===== config.mk =====
export PLATFORM = sky130hd
export DESIGN_NAME = charger_status_registers
export DESIGN_NICKNAME = d
export VERILOG_FILES = /design/src/hw/charger_status_pkg.sv /design/src/hw/charger_status_registers.sv /design/src/hw/pin_sync.sv /design/src/hw/status_encoder.sv
export SDC_FILE = /design/constraint.sdc
export NUM_CORES = 1
export LEC_CHECK = 0
export BUFFER_PORTS_ARGS = -buffer_cell sky130_fd_sc_hd__buf_2
export CORE_UTILIZATION = 45
export CTS_CLUSTER_SIZE = 40
export DETAILED_ROUTE_END_ITERATION = 12
export PLACE_DENSITY_LB_ADDON = 0.08
export REMOVE_ABC_BUFFERS = 1
export SLEW_MARGIN = 30
export SYNTH_ARGS = -nofsm -noshare
export SYNTH_HDL_FRONTEND = slang
export SYNTH_SLANG_ARGS = --single-unit
export TNS_END_PERCENT = 50

===== constraint.sdc =====
create_clock -name sys_clk -period 4.2 [get_ports sys_clk]
set_clock_uncertainty 0.05 [all_clocks]
set_input_delay 0.42 -clock sys_clk [delete_from_list [all_inputs] [get_ports sys_clk]]
set_output_delay 0.42 -clock sys_clk [all_outputs]
set_load 0.05 [all_outputs]

===== src/hw/charger_status_pkg.sv =====
// package of the charger status register group: offsets, field positions,
// reset values, status codes and serial slave states.
// assumes nothing beyond a SystemVerilog compiler.
package charger_status_pkg;

  // ****************************************************************
  // register offsets and reset values
  // ****************************************************************
  localparam logic [7:0] STATUS_ONE_ADDR = 8'h1C;
  localparam logic [7:0] STATUS_TWO_ADDR = 8'h1D;
  localparam logic [7:0] STATUS_THREE_ADDR = 8'h1E;
  localparam logic [7:0] STATUS_RESET = 8'h00;
  localparam logic [7:0] UNMAPPED_READ = 8'h00;
  // default 7-bit slave address, value is arbitrary
  localparam logic [6:0] SLAVE_ADDR_DEFAULT = 7'h2A;

  // ****************************************************************
  // field positions
  // ****************************************************************
  localparam int PHASE_LSB = 5;
  localparam int SOURCE_LSB = 1;
  localparam int DETECT_DONE_BIT = 0;
  localparam int OPTIMIZER_LSB = 6;
  localparam int THERMAL_BIT = 2;
  localparam int DETECT_ACTIVE_BIT = 1;
  localparam int BAT_PRESENT_BIT = 0;
  localparam int PAIR_TWO_BIT = 7;
  localparam int PAIR_ONE_BIT = 6;
  localparam int ADC_DONE_BIT = 5;
  localparam int SYS_REG_BIT = 4;
  localparam int FAST_TIMER_BIT = 3;
  localparam int TRICKLE_TIMER_BIT = 2;

  // ****************************************************************
  // status codes
  // ****************************************************************
  typedef enum logic [2:0] {
    PHASE_IDLE = 3'h0,
    PHASE_TRICKLE = 3'h1,
    PHASE_PRECHARGE = 3'h2,
    PHASE_FAST_CC = 3'h3,
    PHASE_TAPER_CV = 3'h4,
    PHASE_TOP_OFF = 3'h6,
    PHASE_DONE = 3'h7
  } charge_phase_e;

  typedef enum logic [3:0] {
    SRC_NONE = 4'h0,
    SRC_STANDARD = 4'h1,
    SRC_CHARGING_DS = 4'h2,
    SRC_DEDICATED = 4'h3,
    SRC_HIGH_VOLTAGE = 4'h4,
    SRC_UNKNOWN = 4'h5,
    SRC_NON_STANDARD = 4'h6,
    SRC_REVERSE_BOOST = 4'h7,
    SRC_UNQUALIFIED = 4'h8,
    SRC_DIRECT_BUS = 4'hB,
    SRC_BACKUP = 4'hC
  } input_source_e;

  typedef enum logic [1:0] {
    OPT_DISABLED = 2'h0,
    OPT_RUNNING = 2'h1,
    OPT_FOUND = 2'h2
  } optimizer_e;

  typedef enum logic [3:0] {
    SL_IDLE = 4'h0,
    SL_ADDR = 4'h1,
    SL_ADDR_ACK = 4'h2,
    SL_POINTER = 4'h3,
    SL_POINTER_ACK = 4'h4,
    SL_WRITE = 4'h5,
    SL_WRITE_ACK = 4'h6,
    SL_READ = 4'h7,
    SL_READ_ACK = 4'h8
  } slave_state_e;

endpackage


===== src/hw/charger_status_registers.sv =====
// charger status register group behind a two-wire serial slave port.
// assumes scl and sda are pins from the host, with the sda wire resolved
// outside from sdaOut and sdaOe; status inputs come from sys_clk logic.
//
// Operation
// - charge phase field, codes zero to four
// - phase reads six top-off, seven terminated
// - input source codes one to six
// - source zero: no input or boost limit
// - source seven, eight, B, C; others reserved
// - detection-complete bit set after port detection
// - optimizer state: disabled, running, found
// - thermal regulation bit follows die regulation
// - detection-active bit only while detection runs
// - battery present above undervoltage release level
// - two bits report input switch pairs populated
// - conversion-done bit, meaningful in one-shot mode
// - forward mode: battery below minimum system voltage
// - fast-charge safety timer expired bit
// - trickle-charge safety timer expired bit
module charger_status_registers #(
  parameter logic [6:0] SLAVE_ADDR = charger_status_pkg::SLAVE_ADDR_DEFAULT
) (
  // clock, reset and serial pins
  input wire logic sys_clk,
  input wire logic rst,
  input wire logic scl,
  input wire logic sdaIn,
  output logic sdaOut,
  output logic sdaOe,

  // charge phase engine
  input wire logic chargeEnabled,
  input wire logic inTrickle,
  input wire logic inPrecharge,
  input wire logic inFastCc,
  input wire logic inTaperCv,
  input wire logic topOffRunning,
  input wire logic chargeTerminated,

  // input source detection
  input wire logic inputPresent,
  input wire logic reverseBoost,
  input wire logic boostHotLimit,
  input wire logic boostColdLimit,
  input wire logic backupMode,
  input wire logic directFromBus,
  input wire logic unqualifiedAdapter,
  input wire logic [2:0] portKind,
  input wire logic portDetectComplete,

  // second status byte
  input wire logic optimizerEnabled,
  input wire logic optimizerFound,
  input wire logic dieThermalReg,
  input wire logic portDetectActive,
  input wire logic batAboveUvRelease,

  // third status byte
  input wire logic inputPairTwoPopulated,
  input wire logic inputPairOnePopulated,
  input wire logic adcOneShotMode,
  input wire logic adcConversionDone,
  input wire logic forwardMode,
  input wire logic batBelowMinSystem,
  input wire logic fastTimerExpired,
  input wire logic trickleTimerExpired
);
  import charger_status_pkg::*;

  // ****************************************************************
  // state
  // ****************************************************************
  typedef struct packed {
    slave_state_e state;
    logic [2:0] bitCount;
    logic byteFull;
    logic [7:0] shift;
    logic [7:0] pointer;
    logic readMode;

    logic sclPrev;
    logic sdaPrev;

    logic sdaOe;
    logic sdaOut;
  } slave_s;

  slave_s cur;
  slave_s next_cur;

  logic [1:0] pinLevel;
  logic sclLevel;
  logic sdaLevel;

  logic sclRise;
  logic sclFall;
  logic startSeen;
  logic stopSeen;

  logic [7:0] statusOne;
  logic [7:0] statusTwo;
  logic [7:0] statusThree;

  // ****************************************************************
  // pin synchronisers
  // ****************************************************************
  pin_sync #(
    .WIDTH(2),
    .IDLE_LEVEL(2'h3)
  ) u_pin_sync (
    .sys_clk(sys_clk),
    .rst(rst),
    .pinIn({scl, sdaIn}),
    .pinLevel(pinLevel)
  );

  assign sclLevel = pinLevel[1];
  assign sdaLevel = pinLevel[0];

  // ****************************************************************
  // status sampling
  // ****************************************************************
  status_encoder u_status_encoder (
    .sys_clk(sys_clk),
    .rst(rst),

    .chargeEnabled(chargeEnabled),
    .inTrickle(inTrickle),
    .inPrecharge(inPrecharge),
    .inFastCc(inFastCc),
    .inTaperCv(inTaperCv),
    .topOffRunning(topOffRunning),
    .chargeTerminated(chargeTerminated),

    .inputPresent(inputPresent),
    .reverseBoost(reverseBoost),
    .boostHotLimit(boostHotLimit),
    .boostColdLimit(boostColdLimit),
    .backupMode(backupMode),
    .directFromBus(directFromBus),
    .unqualifiedAdapter(unqualifiedAdapter),
    .portKind(portKind),
    .portDetectComplete(portDetectComplete),

    .optimizerEnabled(optimizerEnabled),
    .optimizerFound(optimizerFound),
    .dieThermalReg(dieThermalReg),
    .portDetectActive(portDetectActive),
    .batAboveUvRelease(batAboveUvRelease),

    .inputPairTwoPopulated(inputPairTwoPopulated),
    .inputPairOnePopulated(inputPairOnePopulated),
    .adcOneShotMode(adcOneShotMode),
    .adcConversionDone(adcConversionDone),
    .forwardMode(forwardMode),
    .batBelowMinSystem(batBelowMinSystem),
    .fastTimerExpired(fastTimerExpired),
    .trickleTimerExpired(trickleTimerExpired),
    .statusOne(statusOne),
    .statusTwo(statusTwo),
    .statusThree(statusThree)
  );

  // ****************************************************************
  // register read decode
  // ****************************************************************
  // unmapped offsets read as zero
  function automatic logic [7:0] readByte(input logic [7:0] offset);
    if (offset == STATUS_ONE_ADDR) begin
      return statusOne;
    end else if (offset == STATUS_TWO_ADDR) begin
      return statusTwo;
    end else if (offset == STATUS_THREE_ADDR) begin
      return statusThree;
    end
    return UNMAPPED_READ;
  endfunction

  // pointer steps with an 8-bit wrap
  function automatic logic [7:0] nextPointer(input logic [7:0] p);
    return p + 8'h01;
  endfunction

  // fetches a read byte and presents its msb
  function automatic slave_s loadRead(input slave_s s, input logic [7:0] offset);
    slave_s n;
    n = s;
    n.shift = readByte(offset);
    n.sdaOe = !n.shift[7];
    n.bitCount = 3'h0;
    n.state = SL_READ;
    return n;
  endfunction

  // ****************************************************************
  // bus conditions
  // ****************************************************************
  // filtered levels lag the pins by four clocks
  assign sclRise = sclLevel && !cur.sclPrev;
  assign sclFall = !sclLevel && cur.sclPrev;

  assign startSeen = sclLevel && cur.sclPrev && cur.sdaPrev && !sdaLevel;
  assign stopSeen = sclLevel && cur.sclPrev && !cur.sdaPrev && sdaLevel;

  // ****************************************************************
  // serial slave
  // ****************************************************************
  always_comb begin
    next_cur = cur;
    next_cur.sclPrev = sclLevel;
    next_cur.sdaPrev = sdaLevel;
    // open drain: only ever pulls low
    next_cur.sdaOut = 1'b0;

    if (startSeen) begin
      // start or repeated start re-arms address reception
      next_cur.state = SL_ADDR;
      next_cur.bitCount = 3'h0;
      next_cur.byteFull = 1'b0;
      next_cur.sdaOe = 1'b0;
    end else if (stopSeen) begin
      next_cur.state = SL_IDLE;
      next_cur.sdaOe = 1'b0;
    end else begin
      case (cur.state)
        SL_IDLE: begin
          next_cur.sdaOe = 1'b0;
        end

        SL_ADDR, SL_POINTER, SL_WRITE: begin
          if (sclRise) begin
            next_cur.shift = {cur.shift[6:0], sdaLevel};
            next_cur.bitCount = cur.bitCount + 3'h1;
            next_cur.byteFull = (cur.bitCount == 3'h7);
          end else if (sclFall && cur.byteFull) begin
            next_cur.byteFull = 1'b0;
            if (cur.state == SL_ADDR) begin
              if (cur.shift[7:1] == SLAVE_ADDR) begin
                next_cur.readMode = cur.shift[0];
                next_cur.sdaOe = 1'b1;
                next_cur.state = SL_ADDR_ACK;
              end else begin
                next_cur.state = SL_IDLE;
              end
            end else if (cur.state == SL_POINTER) begin
              next_cur.pointer = cur.shift;
              next_cur.sdaOe = 1'b1;
              next_cur.state = SL_POINTER_ACK;
            end else begin
              // data byte acknowledged and dropped
              next_cur.pointer = nextPointer(cur.pointer);
              next_cur.sdaOe = 1'b1;
              next_cur.state = SL_WRITE_ACK;
            end
          end
        end

        SL_ADDR_ACK: begin
          if (sclFall) begin
            next_cur.bitCount = 3'h0;
            if (cur.readMode) begin
              next_cur = loadRead(next_cur, cur.pointer);
            end else begin
              next_cur.sdaOe = 1'b0;
              next_cur.state = SL_POINTER;
            end
          end
        end

        SL_POINTER_ACK, SL_WRITE_ACK: begin
          if (sclFall) begin
            next_cur.sdaOe = 1'b0;
            next_cur.bitCount = 3'h0;
            next_cur.state = SL_WRITE;
          end
        end

        SL_READ: begin
          if (sclFall) begin
            if (cur.bitCount == 3'h7) begin
              // free the wire for the host's acknowledge
              next_cur.sdaOe = 1'b0;
              next_cur.byteFull = 1'b0;
              next_cur.state = SL_READ_ACK;
            end else begin
              next_cur.shift = {cur.shift[6:0], 1'b0};
              next_cur.sdaOe = !cur.shift[6];
              next_cur.bitCount = cur.bitCount + 3'h1;
            end
          end
        end

        SL_READ_ACK: begin
          if (sclRise) begin
            if (sdaLevel) begin
              // host ends the read with a not-acknowledge
              next_cur.state = SL_IDLE;
            end else begin
              next_cur.byteFull = 1'b1;
            end
          end else if (sclFall && cur.byteFull) begin
            next_cur.byteFull = 1'b0;
            next_cur.pointer = nextPointer(cur.pointer);
            next_cur = loadRead(next_cur, nextPointer(cur.pointer));
          end
        end

        default: begin
          next_cur.state = SL_IDLE;
          next_cur.sdaOe = 1'b0;
        end
      endcase
    end
  end

  always_ff @(posedge sys_clk or posedge rst) begin
    if (rst) begin
      cur.state <= SL_IDLE;
      cur.bitCount <= 3'h0;
      cur.byteFull <= 1'b0;
      cur.shift <= 8'h00;
      cur.pointer <= 8'h00;
      cur.readMode <= 1'b0;
      // idle-high history, so reset brings no false edge
      cur.sclPrev <= 1'b1;
      cur.sdaPrev <= 1'b1;
      cur.sdaOe <= 1'b0;
      cur.sdaOut <= 1'b0;
    end else begin
      cur <= next_cur;
    end
  end

  // ****************************************************************
  // outputs
  // ****************************************************************
  assign sdaOut = cur.sdaOut;
  assign sdaOe = cur.sdaOe;

endmodule


===== src/hw/pin_sync.sv =====
// three-stage synchroniser with agreement filter for pin inputs.
// assumes the pins are asynchronous to sys_clk.
module pin_sync #(
  parameter int WIDTH = 2,
  parameter logic [WIDTH-1:0] IDLE_LEVEL = '1
) (
  input wire logic sys_clk,
  input wire logic rst,
  input wire logic [WIDTH-1:0] pinIn,
  output logic [WIDTH-1:0] pinLevel
);

  typedef struct packed {
    logic [WIDTH-1:0] stageOne;
    logic [WIDTH-1:0] stageTwo;
    logic [WIDTH-1:0] stageThree;
    logic [WIDTH-1:0] level;
  } sync_s;

  sync_s cur;
  sync_s next_cur;

  // ****************************************************************
  // a change counts once stages two and three agree
  // ****************************************************************
  always_comb begin
    next_cur = cur;
    next_cur.stageOne = pinIn;
    next_cur.stageTwo = cur.stageOne;
    next_cur.stageThree = cur.stageTwo;
    for (int i = 0; i < WIDTH; i++) begin
      if (cur.stageTwo[i] == cur.stageThree[i]) begin
        next_cur.level[i] = cur.stageThree[i];
      end
    end
  end

  always_ff @(posedge sys_clk or posedge rst) begin
    if (rst) begin
      cur <= {IDLE_LEVEL, IDLE_LEVEL, IDLE_LEVEL, IDLE_LEVEL};
    end else begin
      cur <= next_cur;
    end
  end

  assign pinLevel = cur.level;

endmodule


===== src/hw/status_encoder.sv =====
// samples the charger engines' status and forms the three status bytes.
// assumes all status inputs come from logic on sys_clk.
module status_encoder (
  input wire logic sys_clk,
  input wire logic rst,
  input wire logic chargeEnabled,
  input wire logic inTrickle,
  input wire logic inPrecharge,
  input wire logic inFastCc,
  input wire logic inTaperCv,
  input wire logic topOffRunning,
  input wire logic chargeTerminated,
  input wire logic inputPresent,
  input wire logic reverseBoost,
  input wire logic boostHotLimit,
  input wire logic boostColdLimit,
  input wire logic backupMode,
  input wire logic directFromBus,
  input wire logic unqualifiedAdapter,
  input wire logic [2:0] portKind,
  input wire logic portDetectComplete,
  input wire logic optimizerEnabled,
  input wire logic optimizerFound,
  input wire logic dieThermalReg,
  input wire logic portDetectActive,
  input wire logic batAboveUvRelease,
  input wire logic inputPairTwoPopulated,
  input wire logic inputPairOnePopulated,
  input wire logic adcOneShotMode,
  input wire logic adcConversionDone,
  input wire logic forwardMode,
  input wire logic batBelowMinSystem,
  input wire logic fastTimerExpired,
  input wire logic trickleTimerExpired,
  output logic [7:0] statusOne,
  output logic [7:0] statusTwo,
  output logic [7:0] statusThree
);
  import charger_status_pkg::*;

  typedef struct packed {
    logic [7:0] one;
    logic [7:0] two;
    logic [7:0] three;
  } status_s;

  status_s cur;
  status_s next_cur;

  // ****************************************************************
  // code selection
  // ****************************************************************
  function automatic charge_phase_e phaseCode(input logic [6:0] f);
    // f = {done, topOff, cv, cc, pre, trickle, enabled}
    if (f[6]) begin
      return PHASE_DONE;
    end else if (!f[0]) begin
      return PHASE_IDLE;
    end else if (f[5]) begin
      return PHASE_TOP_OFF;
    end else if (f[4]) begin
      return PHASE_TAPER_CV;
    end else if (f[3]) begin
      return PHASE_FAST_CC;
    end else if (f[2]) begin
      return PHASE_PRECHARGE;
    end else if (f[1]) begin
      return PHASE_TRICKLE;
    end
    return PHASE_IDLE;
  endfunction

  function automatic input_source_e sourceCode();
    if (reverseBoost) begin
      if (boostHotLimit || boostColdLimit) begin
        return SRC_NONE;
      end
      return SRC_REVERSE_BOOST;
    end else if (backupMode) begin
      return SRC_BACKUP;
    end else if (!inputPresent) begin
      return SRC_NONE;
    end else if (directFromBus) begin
      return SRC_DIRECT_BUS;
    end else if (unqualifiedAdapter) begin
      return SRC_UNQUALIFIED;
    end else if (portKind >= 3'h1 && portKind <= 3'h6) begin
      return input_source_e'({1'b0, portKind});
    end
    return SRC_NONE;
  endfunction

  // ****************************************************************
  // byte assembly, reserved bits stay zero
  // ****************************************************************
  always_comb begin
    next_cur = '{default: '0};
    next_cur.one[PHASE_LSB +: 3] = phaseCode({chargeTerminated, topOffRunning,
        inTaperCv, inFastCc, inPrecharge, inTrickle, chargeEnabled});
    next_cur.one[SOURCE_LSB +: 4] = sourceCode();
    next_cur.one[DETECT_DONE_BIT] = portDetectComplete;
    if (optimizerEnabled) begin
      next_cur.two[OPTIMIZER_LSB +: 2] = optimizerFound ? OPT_FOUND : OPT_RUNNING;
    end
    next_cur.two[THERMAL_BIT] = dieThermalReg;
    next_cur.two[DETECT_ACTIVE_BIT] = portDetectActive;
    next_cur.two[BAT_PRESENT_BIT] = batAboveUvRelease;
    next_cur.three[PAIR_TWO_BIT] = inputPairTwoPopulated;
    next_cur.three[PAIR_ONE_BIT] = inputPairOnePopulated;
    next_cur.three[ADC_DONE_BIT] = adcOneShotMode && adcConversionDone;
    next_cur.three[SYS_REG_BIT] = forwardMode && batBelowMinSystem;
    next_cur.three[FAST_TIMER_BIT] = fastTimerExpired;
    next_cur.three[TRICKLE_TIMER_BIT] = trickleTimerExpired;
  end

  always_ff @(posedge sys_clk or posedge rst) begin
    if (rst) begin
      cur <= {STATUS_RESET, STATUS_RESET, STATUS_RESET};
    end else begin
      cur <= next_cur;
    end
  end

  assign statusOne = cur.one;
  assign statusTwo = cur.two;
  assign statusThree = cur.three;

endmodule


## After elaboration in Yosys (flattened, before gate mapping)

Cells that the tools add are included.

| word-level totals | value |
|---|---|
| register bits after elaboration | 56 |
| input bits | 35 |
| output and inout bits | 2 |
| word-level logic and storage cells | 237 |

| cells by class | value |
|---|---|
| add/subtract/negate cells | 2 |
| magnitude comparators | 2 |
| eq/ne operators | 55 |
| muxes and demuxes | 122 |
| bitwise gates (word level) | 4 |
| reductions and logical operators | 34 |

Operators by type and width:

| cell | count |
|---|---|
| 8-bit 2-to-1 mux | 23 |
| 4-bit 2-to-1 mux | 16 |
| 29-bit 2-to-1 mux | 2 |
| 1-bit 2-to-1 mux | 50 |
| 8-bit by 5-bit equality test with 1-bit output, second input constant | 6 |
| 4-bit != test, second input constant | 11 |
| 3-bit 2-to-1 mux | 12 |
| 9-bit one-hot mux with 4 select lines | 1 |
| 9-bit AND reduction | 4 |
| 2-bit != test, second input constant | 14 |
| 3-bit != test, second input constant | 9 |
| 9-bit one-hot mux with 3 select lines | 1 |
| 4-bit one-hot mux with 6 select lines | 1 |
| 23-bit 2-to-1 mux | 1 |
| 21-bit 2-to-1 mux | 1 |
| 19-bit 2-to-1 mux | 1 |
| 9-bit 2-to-1 mux | 2 |
| 4-bit by 3-bit equality test with 1-bit output, second input constant | 4 |
| 16-bit 2-to-1 mux | 1 |
| 8-bit AND reduction | 2 |
| 3-bit one-hot mux with 5 select lines | 1 |
| 1-bit logical AND | 11 |
| 2-bit 2-to-1 mux | 5 |
| 5-bit != test, second input constant | 2 |
| 25 further kinds | 38 |

## Logic depth before layout (Yosys ltp)

Gate-level depths: netlist of the first run.

| logic depth | value |
|---|---|
| word-level depth | 22 |
| depth in mapped cells | 10 |
| mapped depth without buffers | 8 |

## By module

Synthesis of the first run repeated with hierarchy kept, for this count alone.

| unflattened totals | value |
|---|---|
| cell total of the unflattened synthesis | 429 |
| area total of the unflattened synthesis | 3604.7 sq um |

Modules (own cells, without submodules):

| module | instances | cells an instance | area each (sq um) | sequential area each (sq um) |
|---|---|---|---|---|
| charger_status_registers | 1 | 359 | 2625.0 | 703.2 |
| status_encoder | 1 | 57 | 728.2 | 475.5 |
| pin_sync | 1 | 13 | 251.5 | 210.2 |

## Worst setup path after synthesis of the first run

Ideal clock, no wire load.

| timing path | value |
|---|---|
| kind | flip-flop to flip-flop |
| start point | register cur[3] in the netlist's numbering |
| end point | register, netlist name sdaOe |
| library setup time | 82 ps |
| data arrival time | 1804 ps |
| required time | 4068 ps |
| path slack | 2264 ps |
| stages on the path, launching flop included | 8 |
| clock period less this slack | 1936 ps |
| cells stage by stage | dfstp_2 -> buf_2 -> nand2b_1 -> o21ai_0 -> a21oi_1 -> a211oi_1 -> mux2_2 -> a31oi_1 |

| between the ends | value |
|---|---|
| word-level cells in the longest chain between the ends | 5 |
| elaborated cells between the ends (all ways) | 20 |

Ends and longest elaborated chain:

| item | line | text |
|---|---|---|
| from (decl) | charger_status_registers.sv:89 | `slave_s cur;` |
| from (signal assigned) | charger_status_registers.sv:331 | `cur <= next_cur;` |
| 1-bit logical AND | charger_status_registers.sv:203, charger_status_registers.sv:204 |  |
| 1-bit logical AND, on equally long branches (2 in a row) | charger_status_registers.sv:203, charger_status_registers.sv:204 |  |
| 5-bit != test (no source line), or another cell as far along | -- |  |
| 8-bit AND reduction (no source line) / 1-bit 2-to-1 mux (equally long branches) | -- |  |

Parallel ways exist; a longest one is shown, timed or not.
A chain may end at the register's enable or synchronous reset.

## Final worst setup path of the first run

| timing path | value |
|---|---|
| start point | register cur[25] in the netlist's numbering |
| end point | register cur[15] in the netlist's numbering |

| between the ends | value |
|---|---|
| word-level cells in the longest chain between the ends | 4 |
| elaborated cells between the ends (all ways) | 17 |

Ends and longest elaborated chain:

| item | line | text |
|---|---|---|
| 4-bit by 1-bit equality test with 1-bit output, or another cell as far along | charger_status_registers.sv:226 | `case (cur.state)` |
| 3-bit OR reduction | charger_status_registers.sv:226 |  |
| 4-bit nonzero test (no source line) / 2-bit != test (equally long branches) | -- |  |
| 10-bit AND reduction (no source line) | -- |  |

Parallel ways exist; a longest one is shown, timed or not.

==> parameters.txt, run 1 <==
Parameter                              Value

Job
  Number of max-cap violations    0

STA
  Setup violators final    0
  FMAX    between 300 and 400 MHz
  Share of the clock period used by the worst path after layout    0.629
  Hold Worst Slack    -0.000517 ns
  Headroom to the max-slew limit    0.485
  Worst-Margin Slew    0.773 ns
  Final critical-path required period    roughly 2.6 ns
  Hold violation total from the final report    3
  Unrepaired setup endpoints after global routing    no
  Max-slew violation count    0
  Final worst slack    between 1.5 and 2 ns
  Sum of negative setup slack    0 ns

Final layout
  Antenna diode count    0
  Layout cell share with drive strength beyond 1    0.172
  Final #Nets    between 400 and 500
  Most frequent cells in the layout    dfrtp_1, o21ai_0, nand2_1, buf_2, a21oi_1
  Area grow syn2layout    7.78%
  Leading cell type in the layout, fill and taps excluded    dfrtp_1

Critical path
  Reg-to-reg startpoint    cur[25]
  Critical Path End Type    register
  Kind of cell with the highest combined delay on the critical path    simple AND/OR/NAND/NOR gates
  Critical Path Start Type    register
  Series of cell instances along the critical path    or4b_4 -> nor2b_2 -> a221o_2 -> nor3_4 -> o21ai_0 -> o22ai_2
  Data required time of the worst path    4.38 ns
  Critical path type    reg2reg
  Count of buffering cells on the critical path with inverters included    0
  Arrival @ worst endpoint    about 2.8 ns
  Delay of the slowest cell on the worst path    ~0.75 ns
  Critical-path maximum fanout    20
  Startpoint of the most critical setup path    cur[25]
  Slowest-stage cell, CP    dfrtp_1

Yosys
  Average cell area after synthesis    slightly below 9 µm²
  Cell type contributing the most total cell area after synthesis    dfrtp_1
  Summed instance area of the synthesized netlist    approximately 3600 µm²
  Sequential element share of the synthesized area    0.389
  Cells after Synth    approximately 410
  Top-area cell type share of the netlist area    0.316
  Synth Register Bits    55
  Prevailing post-synth register cell    dfrtp_1
  Number of flops mapped to enable cells by yosys    0
  Netlist cell types    65
  Cell types with the largest area share after synthesis    dfrtp_1, dfstp_2, o21ai_0
  Async set-or-reset flop fraction in the synthesized netlist    1.00
  Synth Warn #    0

Run status
  Violated checks    negative hold slack
  Result of the run    finished, violations left

Global routing
  Global route total overflow    0
  Global-route wire length before repair    about 14000 µm
  Number of antenna violations at the first check in global routing    0
  Grt met3 use    0.0276
  Global routing usage on met2    0.313
  GR peak layer    met2
  Largest net degree at the start of global routing    about 40
  Global-route track usage on met1    0.308
  Combined global-route utilization of all metal layers    0.204
  Vias in the first global route    between 2000 and 3000

Clock tree
  Worst-skew pair later-pin latency    approximately 0.31 ns
  Postcts setup bufs    0
  Number of gates resized after cts    0
  Number of buffers between clock root and the deepest sink    2
  CTS tree    done
  TritonCTS buffer count    5
  CTS Root Buffer Type    clkbuf_8
  Clock transition time at the flip-flop clock pins of the worst setup and hold paths    approximately 0.10 ns
  TritonCTS sink count    55
  Hold buffer count at CTS    0
  Depth of the CTS H-tree    2

Drt
  Detailed-route DRC error count    0
  Via total after detailed routing    around 3100
  Total wire length after detailed routing    about 8200 µm
  Detailed-routing iteration count for the pre-antenna-repair pass    5
  First DRT Iteration DRCs    about 330
  Number of routed nets with antenna violations    0
  Detail-routed via count per cell    approximately 5.8
  Wirelength per Cell    15.4 µm

Placed design
  Setup slack after placement    between 1.5 and 2 ns
  Gpl congestion    0.882
  Total half-perimeter wirelength after legalization and detailed placement    6040 µm
  Port-buffer cells    35

Worst hold path
  Worst hold path class    in2async

Floorplanning
  Width of the chip    between 90 and 100 µm
  Chip height    between 90 and 100 µm
  Num rows    32
  Initial Util    0.464
  Area inside the core boundary    7690 µm²
  Die area    between 8000 and 9000 µm²
  Top-level port count    37

Power and ir drop
  Worst IR Drop VDD    0.159 mV
  LEAKAGE    approximately 1.6 nW
  Total power per unit cell area    339 nW/µm²
==> layer usage <==
metal  routed length (µm)  vias up
met5                    0        -
met4                   44        0
met3                  355        4
met2                 3800      102
met1                 4000     1472
li1                     -     1526
==> registers in the layout (all words and copies together), names as in the netlist <==
register                      cells
cur                              27
u_status_encoder.statusOne        8
sdaOe                             1
u_pin_sync.cur                    6
u_status_encoder.statusThree      6
u_status_encoder.statusTwo        5
u_pin_sync.pinLevel               2
==> synth_stat cells, types with 4 or more instances <==
cell      count
a21oi_1      31
nor2_1       28
ha_1          7
buf_4         4
nand4_1       6
dfrtp_1      45
nor2b_1      11
nor3_1       13
and2_1        7
o21ai_0      44
a22oi_1       9
buf_2         9
a211oi_1      6
a21o_1        5
inv_1        21
nand2_1      40
a31oi_1       7
nand3_1      11
mux2i_1       7
o21a_1        4
o211ai_1      8
nand2b_1      6
dfstp_2      10
clkbuf_1      8
==> where the power goes <==
part	leakage [nW]	switching [mW]	internal, mW
logic	0.875	0.136	0.122
clock network	0.0514	0.178	0.178
registers	0.675	0.0861	0.605
==> cells by family after synthesis <==
family | Yosys count | synth area share
mux | 9 | 0.0259
flops | 55 | 0.389
compound gates | 144 | 0.263
simple gates | 145 | 0.222
xor+xnor | 3 | 0.00736
other cells | 1 | 0.00105
fa+ha+maj | 9 | 0.0302
buf+inv | 46 | 0.0621
==> final timing paths <==
kind / slack, ns / cells past startpoint / to
max reg2reg: 1.56 / 6 / cur[15]
max: 1.56 / 6 / cur[15]
min reg2reg: 0.31 / 0 / u_pin_sync.cur[5]
min in group sys_clk: 0.15 / 1 / u_pin_sync.cur[7]
min: -0.0005 / 2 / cur[28]
max in group asynchronous: 3.28 / 3 / u_pin_sync.cur[2]
==> final cells by class <==
class                           count  area [µm²]
Fill cell                         731        3840
Clock inverter                      2        37.5
Clock buffer                        6        72.6
Inverter                           21        78.8
Tap cell                          102         128
Multi-Input combinational cell    311        1960
Sequential cell                    55        1390
Timing Repair Buffer               36         183
==> per-stage QoR <==
stage          power [mW]  area, µm²   util  cells  hold WS, ns
2_1_floorplan       0.866       3430      -    387        0.295
3_3_place_gp        0.948       3740  0.486    525        0.298
3_5_place_dp        0.959       3740  0.486    525        0.299
4_1_cts              1.32       3850  0.500    533      0.00441
5_1_grt              1.39       3850  0.500    533       0.0142
6_report             1.31       3850  0.500    533    -0.000517
==> worst reg2reg max path: stages, from the launching register on <==
cell and delay (ns):
dfrtp_1 0.75, or4b_4 0.37, nor2b_2 0.09, a221o_2 0.35, nor3_4 0.58, o21ai_0 0.24, o22ai_2 0.14
No activity file was read; power rests on OpenSTA's default activity.
==> run 2: changes to the inputs <==
ABC_AREA = 1   (was default)
clock period = 2.7 ns   (was 4.2 ns; I/O delays follow)
==> run 2 against run 1 <==
Net effect:
- the run now ends clean
- total power increased by 130%
- clock-buffer cell count did not move
- area after synthesis rose by 3.3%
- critical path type unchanged
- critical endpoint is now sdaOe
- largest cell class unchanged
- largest power group is now combinational logic
==> parameters.txt, run 2 <==
Parameter                              Value

Final layout
  Area of the multi-input gates    roughly 1900 µm²
  Flip-flop count of the largest register after layout    27
  Storage cell area    around 1400 µm²
  Fill cell instance count of the final layout    769
  Leading cell type in the layout, fill and taps excluded    nand2_1
  Most frequent cells in the layout    nand2_1, inv_1, nor2_1, dfrtp_1, buf_2
  Final #Nets    ~600
  Layout cell share with drive strength beyond 1    0.217
  Post-route non-filler standard cell count    about 650
  Top reg by flops    cur
  Area grow syn2layout    12.4%
  Antenna diode count    0

Clock tree
  Number of gates resized after cts    0
  TritonCTS buffer count    5
  Number of buffers between clock root and the deepest sink    2
  CTS tree    done
  TritonCTS sink count    between 50 and 60
  Worst-skew pair later-pin latency    between 0.3 and 0.4 ns
  CTS Root Buffer Type    clkbuf_8
  Clock transition time at the flip-flop clock pins of the worst setup and hold paths    roughly 0.11 ns
  Depth of the CTS H-tree    2

Yosys
  Most used standard cell by instance count after synthesis    nand2_1
  Netlist cell types    43
  Average cell area after synthesis    7.40 µm²
  Synth Warn #    0
  Cell types with the largest area share after synthesis    dfrtp_1, nand2_1, dfstp_2
  Synth Register Bits    55
  Summed instance area of the synthesized netlist    roughly 3700 µm²
  Cells after Synth    498
  Top cell types by occurrence after synthesis    nand2_1, inv_1, nor2_1, dfrtp_1
  Top-area cell type share of the netlist area    0.305
  Sequential element share of the synthesized area    0.377
  Async set-or-reset flop fraction in the synthesized netlist    1.00
  Prevailing post-synth register cell    dfrtp_1
  Cell type contributing the most total cell area after synthesis    dfrtp_1
  Number of flops mapped to enable cells by yosys    0

Power and ir drop
  Worst IR Drop VDD    between 0.3 and 0.4 mV
  Total power per unit cell area    a little over 700 nW/µm²
  LEAKAGE    slightly above 2 nW

Worst hold path
  Worst hold path class    in2reg

STA
  Hold Worst Slack    0.0143 ns
  Final worst slack    between 0.5 and 0.6 ns
  FMAX    461 MHz
  Unrepaired setup endpoints after global routing    no
  Sum of negative setup slack    0 ns
  Max-slew violation count    0
  Hold violation total from the final report    0
  Share of the clock period used by the worst path after layout    0.804
  Final critical-path required period    ~2.2 ns
  Setup violators final    0

Floorplanning
  Die area    between 8000 and 9000 µm²
  Initial Util    0.472
  Chip height    between 90 and 100 µm
  Top-level port count    37
  Area inside the core boundary    7810 µm²
  Width of the chip    between 90 and 100 µm
  Num rows    32

Critical path
  Critical Path End Type    register
  Data required time of the worst path    ~2.9 ns
  Critical-path maximum fanout    11
  Critical path type    reg2reg
  Arrival @ worst endpoint    2.38 ns
  Setup slack on the worst flop-to-flop path    around 0.53 ns
  Critical Path Start Type    register

Global routing
  Vias in the first global route    roughly 3300
  Largest net degree at the start of global routing    20
  Combined global-route utilization of all metal layers    0.228
  Number of antenna violations at the first check in global routing    0
  Global route total overflow    0
  Global-route wire length before repair    approximately 15000 µm

Placed design
  Port-buffer cells    35
  Total half-perimeter wirelength after legalization and detailed placement    about 6900 µm
  Setup slack after placement    ~0.57 ns
  Number of placed cells counting well taps    roughly 630
  Gpl congestion    between 0.9 and 1

Run status
  Result of the run    finished clean

Drt
  Wirelength per Cell    13.7 µm
  Via total after detailed routing    approximately 3300
  First DRT Iteration DRCs    about 240
  Detailed-route DRC error count    0
  Detailed-routing iteration count for the pre-antenna-repair pass    6
  Total wire length after detailed routing    8830 µm
  Detail-routed via count per cell    5.17
  Number of routed nets with antenna violations    0

Job
  Number of max-cap violations    0
==> run 2: changes by cell type after synthesis, moves of 9 or more <==
cell,change
inv_1,+47
nor2_1,+22
nand2_1,+73
nor3_1,-10
o21ai_0,-13
inv_2,+12
nand3_1,+20
nand2_2,+16
o21ai_1,+9
nor2b_1,-11
==> run 2: cell families after synthesis <==
| group | share of synthesized area |
|---|---|
| AO/OA/AOI/OAI | 0.162 |
| buffers and inverters | 0.0961 |
| flip-flops | 0.377 |
| AND/OR/NAND/NOR | 0.335 |
| other | 0.00102 |
| adder cells (fa/ha/maj) | 0.0292 |
==> run 2: path summary, 6_finish.rpt <==
check,from,end,cells after the start
worst min-delay path,inputPairTwoPopulated,u_status_encoder.statusThree[7],1
min in group asynchronous,rst,cur[14],3
worst max register to register,cur[5],sdaOe,15
worst min register to register,u_pin_sync.cur[7],u_pin_sync.cur[5],0
worst max-delay path,cur[5],sdaOe,15
max in group asynchronous,rst,u_pin_sync.cur[3],4
==> run 2: where the power goes <==
| group | switching [mW] | total (mW) | internal, mW |
|---|---|---|---|
| sequential | 0.128 | 1.13 | 0.998 |
| clock | 0.297 | 0.541 | 0.245 |
| combinational | 0.871 | 1.32 | 0.445 |
==> run 2: critical path: stages, from the launching register on <==
cell and delay [ns]:
dfrtp_1 0.48, ha_1 0.24, inv_1 0.09, nor2_4 0.14, nand2_2 0.06, nand2_2 0.08, inv_1 0.06, nor2_2 0.15
nand3_2 0.23, nor2_1 0.19, a21oi_2 0.05, nand2_1 0.06, nand2_1 0.05, nand2_1 0.07, nand2_1 0.05, nand2_1 0.05
==> run 2: area by class of cell <==
type,instances,area share
inverter,81,0.0734
tap,102,0.0308
timing repair buffer,45,0.0646
multi-input combinational,355,0.469
sequential,55,0.335
clock inverter,2,0.00423
clock buffer,6,0.0227
==> run 2: per-stage QoR <==
stage	utilization	instance area, µm²	power (mW)
2_1_floorplan	-	3640	2.12
3_3_place_gp	0.507	3960	2.43
3_5_place_dp	0.507	3960	2.44
4_1_cts	0.527	4110	2.99
5_1_grt	0.531	4140	3.25
6_report	0.531	4140	2.98
==> run 2: timing repair <==
item | 4_1_cts | 5_1_grt
setup buffers | 0 | 0
setup endpoints to repair | 0 | 0
hold endpoints to repair | 20 | 3
hold buffers | 4 | 3
==> run 2: per-layer routing <==
metal | up-vias | wire [µm] | track usage
met4 | 0 | 76 | 0.0534
met2 | 84 | 4250 | 0.390
met5 | - | 0 | 0
met3 | 6 | 332 | 0.0246
li1 | 1703 | - | -
met1 | 1544 | 4170 | 0.310
